`src/common/pulse_gate_pkg.sv`:
```
// package for the pulse output auto-gate block
package pulse_gate_pkg;

  // ==========================================================
  // reset values
  localparam logic RST_GATE_OPEN = 1'b0;
  localparam logic RST_PIN       = 1'b0;
  localparam logic RST_AUTO_MODE = 1'b0;

  // ==========================================================
  // control bits as one carrier
  typedef struct packed {
    logic output_valid;   // pulse_output_valid_bit
    logic auto_select;    // auto_gate_select_bit
  } gate_ctrl_t;

  // ==========================================================
  // gating state
  typedef enum logic [1:0] {
    GATE_MANUAL = 2'b00,
    GATE_AUTO   = 2'b01
  } gate_mode_t;

  // control word decode, used by logic and checks
  function automatic logic auto_active(input gate_ctrl_t c,
                                       input logic run);
    auto_active = c.auto_select & run;
  endfunction : auto_active

endpackage : pulse_gate_pkg

```
`src/hdl/pulse_output_auto_gate.sv`:
```
// pulse output auto-gate: gates the pwm waveform onto the pulse pin
`timescale 1ns/1ns

// Function
// - pin carries pwm only while output-valid bit is 1
// - auto-gate bit 1 selects gating by interval timer underflows
// - auto-gating turned off while closed keeps the output closed
// - auto-gating turned off while open keeps the output open
// - interval timer stopped forces auto-gating off
module pulse_output_auto_gate
  import pulse_gate_pkg::*;
(
  input  wire logic       sys_clk,
  input  wire logic       rst_n,
  input  wire gate_ctrl_t ctrl,
  input  wire logic       pwm_in,
  input  wire logic       interval_run,
  input  wire logic       interval_underflow,
  output logic            pulse_output_pin,
  output logic            gate_open,
  output logic            auto_mode
);

  // ==========================================================
  // mode tracking
  gate_mode_t mode_q;
  gate_mode_t mode_d;
  logic       run_q;
  logic       gate_q;
  logic       gate_d;
  logic       pin_q;
  logic       auto_now;

  // auto gating needs both the select bit and a running timer
  assign auto_now = auto_active(ctrl, interval_run);

  // the enum tracks whether auto gating drives the gate this cycle
  always_comb begin
    case (auto_now)
      1'b1:    mode_d = GATE_AUTO;
      default: mode_d = GATE_MANUAL;
    endcase
  end

  always_ff @(posedge sys_clk or negedge rst_n) begin
    if (!rst_n) begin
      mode_q <= GATE_MANUAL;
      run_q  <= 1'b0;
    end else begin
      mode_q <= mode_d;
      // run_q remembers the timer state to spot its start
      run_q  <= interval_run;
    end
  end

  // ==========================================================
  // gate state
  always_comb begin
    // with auto gating off the gate keeps whatever state it had
    gate_d = gate_q;
    if (auto_now && interval_underflow) begin
      gate_d = ~gate_q;
    end
    if (auto_now && interval_run && !run_q) begin
      // timer just started: next underflow must open
      gate_d = 1'b0;
      // a start that coincides with an underflow opens at once
      if (interval_underflow) begin
        gate_d = 1'b1;
      end
    end
  end

  always_ff @(posedge sys_clk or negedge rst_n) begin
    if (!rst_n) begin
      gate_q <= RST_GATE_OPEN;
    end else begin
      gate_q <= gate_d;
    end
  end

  // ==========================================================
  // pin drive
  always_ff @(posedge sys_clk or negedge rst_n) begin
    if (!rst_n) begin
      pin_q <= RST_PIN;
    end else begin
      // auto mode or held state both gate via gate_d
      // so the pin and gate_open switch on the same edge
      pin_q <= pwm_in & ctrl.output_valid & gate_d;
    end
  end

  // status outputs, registered like the pin
  always_ff @(posedge sys_clk or negedge rst_n) begin
    if (!rst_n) begin
      auto_mode <= RST_AUTO_MODE;
      gate_open <= RST_GATE_OPEN;
    end else begin
      auto_mode <= (mode_d == GATE_AUTO);
      gate_open <= gate_d;
    end
  end

  assign pulse_output_pin = pin_q;

  // ==========================================================
  // checks: pin
  // all checks run on the rising edge and pause during reset
  pin_valid_a: assert property (
    @(posedge sys_clk) disable iff (!rst_n)
    !$past(ctrl.output_valid) |-> !pulse_output_pin
  )
  else $error("pin active while output invalid");

  pin_follow_a: assert property (
    @(posedge sys_clk) disable iff (!rst_n)
    ($past(ctrl.output_valid) && gate_open)
      |-> pulse_output_pin == $past(pwm_in)
  )
  else $error("pin does not follow pwm");

  gate_pin_a: assert property (
    @(posedge sys_clk) disable iff (!rst_n)
    !gate_open |-> !pulse_output_pin
  )
  else $error("pin active while gate closed");

  // ==========================================================
  // checks: mode
  auto_sel_a: assert property (
    @(posedge sys_clk) disable iff (!rst_n)
    (ctrl.auto_select && interval_run) |=> auto_mode
  )
  else $error("auto mode not selected");

  refuse_uf_a: assert property (
    @(posedge sys_clk) disable iff (!rst_n)
    (interval_underflow && !ctrl.auto_select)
      |=> gate_open == $past(gate_q)
  )
  else $error("underflow moved gate without auto select");

  stop_off_a: assert property (
    @(posedge sys_clk) disable iff (!rst_n)
    !interval_run |=> !auto_mode
  )
  else $error("auto mode survives timer stop");

  stop_hold_a: assert property (
    @(posedge sys_clk) disable iff (!rst_n)
    !interval_run |=> gate_open == $past(gate_q)
  )
  else $error("gate moved while timer stopped");

  // ==========================================================
  // checks: gate
  hold_closed_a: assert property (
    @(posedge sys_clk) disable iff (!rst_n)
    (!auto_now && !gate_q) |=> !gate_open
  )
  else $error("closed gate not held");

  hold_open_a: assert property (
    @(posedge sys_clk) disable iff (!rst_n)
    (!auto_now && gate_q) |=> gate_open
  )
  else $error("open gate not held");

  // mode_q marks the cycle after auto gating was on
  leave_hold_a: assert property (
    @(posedge sys_clk) disable iff (!rst_n)
    (mode_q == GATE_AUTO && !auto_now)
      |=> gate_open == $past(gate_q)
  )
  else $error("gate moved when auto gating ended");

  toggle_a: assert property (
    @(posedge sys_clk) disable iff (!rst_n)
    (auto_now && run_q && interval_underflow)
      |=> gate_open != $past(gate_q)
  )
  else $error("underflow did not toggle gate");

  // a timer start resets the toggle phase
  start_open_a: assert property (
    @(posedge sys_clk) disable iff (!rst_n)
    (auto_now && !run_q && interval_underflow) |=> gate_open
  )
  else $error("first underflow did not open");

  start_close_a: assert property (
    @(posedge sys_clk) disable iff (!rst_n)
    (auto_now && !run_q && !interval_underflow) |=> !gate_open
  )
  else $error("timer start did not close gate");

  // ==========================================================
  // scenario covers
  // open, close, stop, start with underflow, leaving auto gating
  cover_open_c: cover property (
    @(posedge sys_clk) disable iff (!rst_n)
    auto_mode ##1 $rose(gate_open)
  );

  cover_close_c: cover property (
    @(posedge sys_clk) disable iff (!rst_n)
    auto_mode && $fell(gate_open)
  );

  cover_stop_c: cover property (
    @(posedge sys_clk) disable iff (!rst_n)
    gate_open ##1 $fell(auto_mode) ##1 gate_open
  );

  cover_start_c: cover property (
    @(posedge sys_clk) disable iff (!rst_n)
    auto_now && !run_q && interval_underflow
  );

  cover_leave_c: cover property (
    @(posedge sys_clk) disable iff (!rst_n)
    mode_q == GATE_AUTO && !auto_now && gate_q
  );

endmodule : pulse_output_auto_gate

```
`config.mk`:
```
export PLATFORM = sky130hd
export DESIGN_NAME = pulse_output_auto_gate
export DESIGN_NICKNAME = d
export VERILOG_FILES = /design/src/common/pulse_gate_pkg.sv /design/src/hdl/pulse_output_auto_gate.sv
export SDC_FILE = /design/constraint.sdc
export NUM_CORES = 1
export LEC_CHECK = 0
export ABC_AREA = 1
export BUFFER_PORTS_ARGS = -buffer_cell sky130_fd_sc_hd__buf_2
export CAP_MARGIN = 20
export CORE_AREA = 2 2 39 41
export DETAILED_ROUTE_END_ITERATION = 8
export DIE_AREA = 0 0 41 43
export MAX_ROUTING_LAYER = met4
export PLACE_DENSITY = 0.33
export SYNTH_ARGS = -nofsm -noshare
export SYNTH_HDL_FRONTEND = slang
export SYNTH_SLANG_ARGS = --single-unit
```
`constraint.sdc`:
```
create_clock -name sys_clk -period 1.7 [get_ports sys_clk]
set_clock_uncertainty 0.05 [all_clocks]
set_input_delay 0.17 -clock sys_clk [delete_from_list [all_inputs] [get_ports sys_clk]]
set_output_delay 0.17 -clock sys_clk [all_outputs]
set_load 0.005 [all_outputs]
```
==> impl_metrics.json, run 1 <==
{
  "grt_overflow": 0,
  "grt_max_degree": 5,
  "dp_hpwl_um": 280.8,
  "numCtsBuffers": 3,
  "track_usage_pct": 6.605,
  "core.rowCount": 14,
  "fin_crit_ps": 975.3,
  "synthCells": 16,
  "fraction_of_layout_instances_using_a_drive_strength_above_1_pct": 51.72,
  "placer_s_final_routability_congestion_estimate": 0.5397,
  "timing.max_slew.rel_slack_pct": 93.05,
  "synth_area_um2": 153.9,
  "power_switching_share_pct": 24.12,
  "cpPeakStageDelay_ps": 390,
  "power_frac_comb_pct": 13.2,
  "grt_setup_unrepaired": "no",
  "wl_per_cell_um": 8.711,
  "critical-path-top-delay-family": "flip-flops",
  "crit_slowest_cell": "sky130_fd_sc_hd__dfrtp_1",
  "finalWirelength_um": 392,
  "final_net_count": 38,
  "setup.worst_path.end_class": "output pin",
  "cts.root.buffer_cell": "sky130_fd_sc_hd__clkbuf_4",
  "place_inst": 41,
  "ys_warn_count": 0,
  "die_width_um": 41,
  "grt_first_pass_wirelength_um": 593,
  "worstSetupPathType": "reg -> out",
  "crit_chain": "buf_2",
  "detailroute.via_count": 145,
  "layout.cells.most_common": "sky130_fd_sc_hd__buf_2",
  "fin_total_pwr_mw": 0.2630,
  "power.share.sequential_pct": 41.4,
  "initialDrtViolationCount": 3,
  "setup_total_negative_slack_ps": 0,
  "clock_tree.htree_level_count": 1,
  "initial_core_util_pct": 11.12,
  "leakage_nw": 0.1428,
  "final_hold_viol_count": 0,
  "first_global_vias": 147,
  "cap_violations": 0,
  "power_per_cell_area_nw_per_um2": 1046,
  "clkSinkCount": 4,
  "worst_setup_path_start_kind": "flop",
  "max_frequency_mhz": 1025,
  "cts_hold_buffers": 1,
  "total_switching_power_mw": 0.06341,
  "area_growth_pct": 63.41,
  "postCtsResizedCells": 0,
  "clockPowerShare_pct": 45.4,
  "final_cell_count_no_fill": 45,
  "clk_latency_ps": 240,
  "place.port_buffers": 9,
  "worst_ep_required_time_ps": 1480,
  "cts.clk_slew.worst_paths_ps": 40,
  "timing.critical_path.fanout_max": 3,
  "status": "finished, final reports clean",
  "drt_first_pass_iters": 2,
  "final_util_pct": 18.17,
  "worst-slew-pin-transition_ps": 104.0,
  "detail_route.vias_per_cell": 3.222,
  "num-fill-cells": 156,
  "synthDistinctLibCells": 8,
  "cp.arrival_ps": 760,
  "design.portCount": 10,
  "clock_path_buffers": 2,
  "internal_power_mw": 0.1995,
  "pre_cts_slack_ps": 828.9,
  "dpl_cell_area_um2": 219.0,
  "drc": 0,
  "final_worst_hold_slack_ps": 22.45,
  "die-area_um2": 1763,
  "setup_viol_count_final": 0,
  "antennaDiodeCount": 0,
  "detail-route-antenna-nets": 0,
  "finalWorstSetupSlack_ps": 724.7,
  "final.period_utilization_pct": 57.37,
  "holdCritPathClass": "in -> reg",
  "report.final.slew_viol_count": 0,
  "post_cts_buffers": 0,
  "die_span_y_um": 43,
  "postSynthNetCount": 23,
  "yosysSeqAreaShare_pct": 65.04,
  "synth-seq-cells": 4,
  "crit_buf_inv": 1,
  "tritoncts_clock_tree": "yes",
  "worst_ir_drop_vdd_mv": 0.3060,
  "final_design_area_no_fill_um2": 251.5,
  "final_cell_mix": "sky130_fd_sc_hd__buf_2 (9), sky130_fd_sc_hd__nand2_1 (5), sky130_fd_sc_hd__dfrtp_1 (4), sky130_fd_sc_hd__clkbuf_4 (3), sky130_fd_sc_hd__inv_1 (2)",
  "synthesis.area_per_instance_um2": 9.619,
  "placeableCoreArea_um2": 1384,
  "grt_antenna_before_repair": 0
}
## final timing paths
path	startpoint	endpoint	slack, ps	cells after the start
hold / removal	interval_run	run_q	20	1
min in group asynchronous	rst_n	auto_mode	220	2
hold reg to reg	gate_q	gate_q	590	4
max in group asynchronous	rst_n	gate_q	1260	2
setup reg to reg	run_q	gate_q	820	6
setup / recovery	gate_q	gate_open	720	1
## kinds of logic (layout without fill, tap and decap cells)
logic type	count (synthesis)	count (layout)	synth area share [%]
AND/OR/NAND/NOR	9	9	27.65
buffers and inverters	3	16	7.317
flip-flops	4	4	65.04
## state kept, by name, summed over array words and instances (netlist names)
signal            count
pulse_output_pin      1
gate_q                1
auto_mode             1
run_q                 1
## final cells by class
type | instances | area (µm²) | share of cell area, %
clock buffers | 3 | 22.52 | 8.955
inverters | 3 | 11.26 | 4.478
multi-input cells | 9 | 42.54 | 16.92
flip-flops and latches | 4 | 100.1 | 39.80
well taps | 16 | 20.02 | 7.960
repair buffers | 10 | 55.05 | 21.89
## metal layers
| metal | GRT usage (%) | routed length, µm | vias to the layer above |
|---|---|---|---|
| li1 | - | - | 74 |
| met3 | 9.424 | 85 | 0 |
| met4 | 6.000 | 0 | 0 |
| met1 | 6.818 | 182 | 58 |
| met2 | 5.000 | 124 | 13 |
| met5 | - | 0 | - |
## cell usage after synthesis
cell type | number | area share [%]
sky130_fd_sc_hd__dfrtp_1 | 4 | 65
sky130_fd_sc_hd__inv_1 | 2 | 4.9
sky130_fd_sc_hd__inv_2 | 1 | 2.4
sky130_fd_sc_hd__nand2_1 | 5 | 12
sky130_fd_sc_hd__nand2_2 | 1 | 4.1
sky130_fd_sc_hd__nand3_1 | 1 | 3.2
sky130_fd_sc_hd__nand4_1 | 1 | 4.1
sky130_fd_sc_hd__nor2_2 | 1 | 4.1
## power by group through the flow
stage	clock network [mW]	logic (mW)	registers, mW
global route	0.137	0.0391	0.109
CTS	0.128	0.0353	0.109
floorplan	0	0.0127	0.110
finish	0.119	0.0346	0.109
global placement	0	0.0317	0.109
detailed placement	0	0.0332	0.110
No activity file was read; power rests on OpenSTA's default activity.
==> run 2, diff against run 1 <==
==> constraint.sdc (replaced) <==
create_clock -name sys_clk -period 0.95 [get_ports sys_clk]
set_clock_uncertainty 0.05 [all_clocks]
set_input_delay 0.095 -clock sys_clk [delete_from_list [all_inputs] [get_ports sys_clk]]
set_output_delay 0.095 -clock sys_clk [all_outputs]
set_load 0.005 [all_outputs]
==> run 2 against run 1 <==
Compared with the run above:
- non-clock buffer count increased by 1
- largest cell class unchanged
- setup slack got worse by 670 ps
- design area increased by 5.0%
- global-route usage increased by 0.21 points
- clock-buffer cell count unchanged
- hold slack improved by 17 ps
- total power increased by 80%
- register-to-register slack got worse by 740 ps
- highest routed layer unchanged
- combinational power increased by 100%
==> impl_metrics.json, run 2 (synthesis gave the netlist of run 1 again) <==
{
  "timing.critical_path.fanout_max": 3,
  "worst_ep_required_time_ps": 810,
  "final.period_utilization_pct": 94.63,
  "grt_antenna_before_repair": 0,
  "drc": 0,
  "final_cell_count_no_fill": 46,
  "status": "finished, final reports clean",
  "regToRegStartpoint": "run_q",
  "layout.cells.most_common": "sky130_fd_sc_hd__buf_2",
  "detail-route-antenna-nets": 0,
  "reg2reg_setup_slack_ps": 80,
  "fin_total_pwr_mw": 0.4742,
  "fin_crit_ps": 899.0,
  "fraction_of_layout_instances_using_a_drive_strength_above_1_pct": 53.33,
  "cap_violations": 0,
  "worst_path_depth": 1,
  "clk_latency_ps": 230,
  "worstSetupPathType": "reg -> out",
  "tritoncts_clock_tree": "yes",
  "track_usage_pct": 6.811,
  "max_frequency_mhz": 1112,
  "detailroute.via_count": 157,
  "clock_tree.htree_level_count": 1,
  "report.final.slew_viol_count": 0,
  "finalWirelength_um": 452,
  "area_growth_pct": 71.54,
  "holdCritPathClass": "in -> reg",
  "finalWorstSetupSlack_ps": 51.03,
  "place.port_buffers": 9,
  "die-area_um2": 1763,
  "placer_s_final_routability_congestion_estimate": 0.5237,
  "critical_path.reg2reg.endpoint": "gate_q",
  "final_worst_hold_slack_ps": 39.91,
  "drt_first_pass_iters": 1,
  "crit_path_start": "gate_q",
  "core.rowCount": 14,
  "worst_ir_drop_vdd_mv": 0.4648,
  "dpl_cell_area_um2": 219.0,
  "worst_setup_path_start_kind": "flop",
  "final_cell_mix": "sky130_fd_sc_hd__buf_2 (9), sky130_fd_sc_hd__nand2_1 (4), sky130_fd_sc_hd__dfrtp_1 (4), sky130_fd_sc_hd__clkbuf_4 (3)",
  "final_hold_viol_count": 0,
  "numCtsBuffers": 3,
  "power_per_cell_area_nw_per_um2": 1796,
  "cts.clk_slew.worst_paths_ps": 40,
  "die_width_um": 41,
  "final_net_count": 39,
  "final_design_area_no_fill_um2": 264.0,
  "crit_buf_inv": 1,
  "die_span_y_um": 43,
  "setup.worst_path.end_class": "output pin",
  "worst-slew-pin-transition_ps": 104.8,
  "critical-path-top-delay-family": "flip-flops",
  "initial_core_util_pct": 11.12,
  "grt_first_pass_wirelength_um": 676,
  "post_cts_buffers": 0,
  "initialDrtViolationCount": 0,
  "grt_overflow": 0,
  "crit_chain": "buf_2",
  "pre_cts_slack_ps": 75.67,
  "leakage_nw": 0.1470,
  "cts.root.buffer_cell": "sky130_fd_sc_hd__clkbuf_4",
  "hold_path.startpoint": "ctrl[1]",
  "cp.arrival_ps": 750,
  "first_global_vias": 165,
  "crit_slowest_cell": "sky130_fd_sc_hd__dfrtp_1",
  "antennaDiodeCount": 0,
  "ff2ff_path_depth": 6,
  "setup_viol_count_final": 0,
  "wl_per_cell_um": 9.826,
  "detail_route.vias_per_cell": 3.413,
  "clkSinkCount": 4,
  "timing.max_slew.rel_slack_pct": 93.01,
  "place_inst": 41,
  "cpPeakStageDelay_ps": 390,
  "clock_path_buffers": 2,
  "design.portCount": 10,
  "grt_max_degree": 5,
  "worstSetupEndpoint": "gate_open",
  "placeableCoreArea_um2": 1384
}
-- run 2: metal layers --
metal / vias up / track usage (%) / wire length, µm
met3: 0 / 3.141 / 60
li1: 76 / - / -
met4: 0 / 8.000 / 0
met5: - / - / 0
met2: 10 / 8.125 / 197
met1: 71 / 7.143 / 193
-- run 2: worst min path at each step --
| stage | end | depth (start not counted) |
|---|---|---|
| after floorplan | auto_mode | 0 |
| after global placement | auto_mode | 1 |
| after detailed placement | auto_mode | 1 |
| after CTS | pulse_output_pin | 3 |
| after global routing | pulse_output_pin | 3 |
| final | pulse_output_pin | 3 |
-- run 2: what timing repair did --
| item | 4_1_cts | 5_1_grt |
|---|---|---|
| endpoints found under the setup margin | 0 | 1 |
| hold buffers | 2 | 0 |
| hold endpoints to repair | 5 | 0 |
| gates resized for setup | 0 | 1 |
-- run 2: area by class of cell --
type / count / area [µm²]
flip-flops and latches: 4 / 100.1
well taps: 16 / 20.02
clock buffers: 3 / 22.52
repair buffers: 11 / 65.06
multi-input cells: 9 / 45.04
inverters: 3 / 11.26
fillers: 169 / 1120
-- run 2: worst register-to-register path: cells and delay by family, from the launching register on --
kind / cells / cell delay (ps)
buf+inv: 2 / 100
flops: 1 / 370
simple gates: 4 / 250
-- run 2: metrics by stage --
| step | TNS [ps] | utilization, % |
|---|---|---|
| 2_1_floorplan | 0 | - |
| 3_5_place_dp | 0 | 15.82 |
| 4_1_cts | 0 | 18.90 |
| 3_3_place_gp | 0 | 15.82 |
| 5_1_grt | -1.689 | 19.08 |
| 6_report | 0 | 19.08 |
-- run 2: power breakdown --
part           total [mW]  internal, mW  switching (mW)  leakage (nW)
Combinational      0.0691        0.0330          0.0361        0.0833
Clock               0.210         0.141          0.0688        0.0138
Sequential          0.195         0.186         0.00864        0.0499
Total               0.474         0.361           0.114         0.147
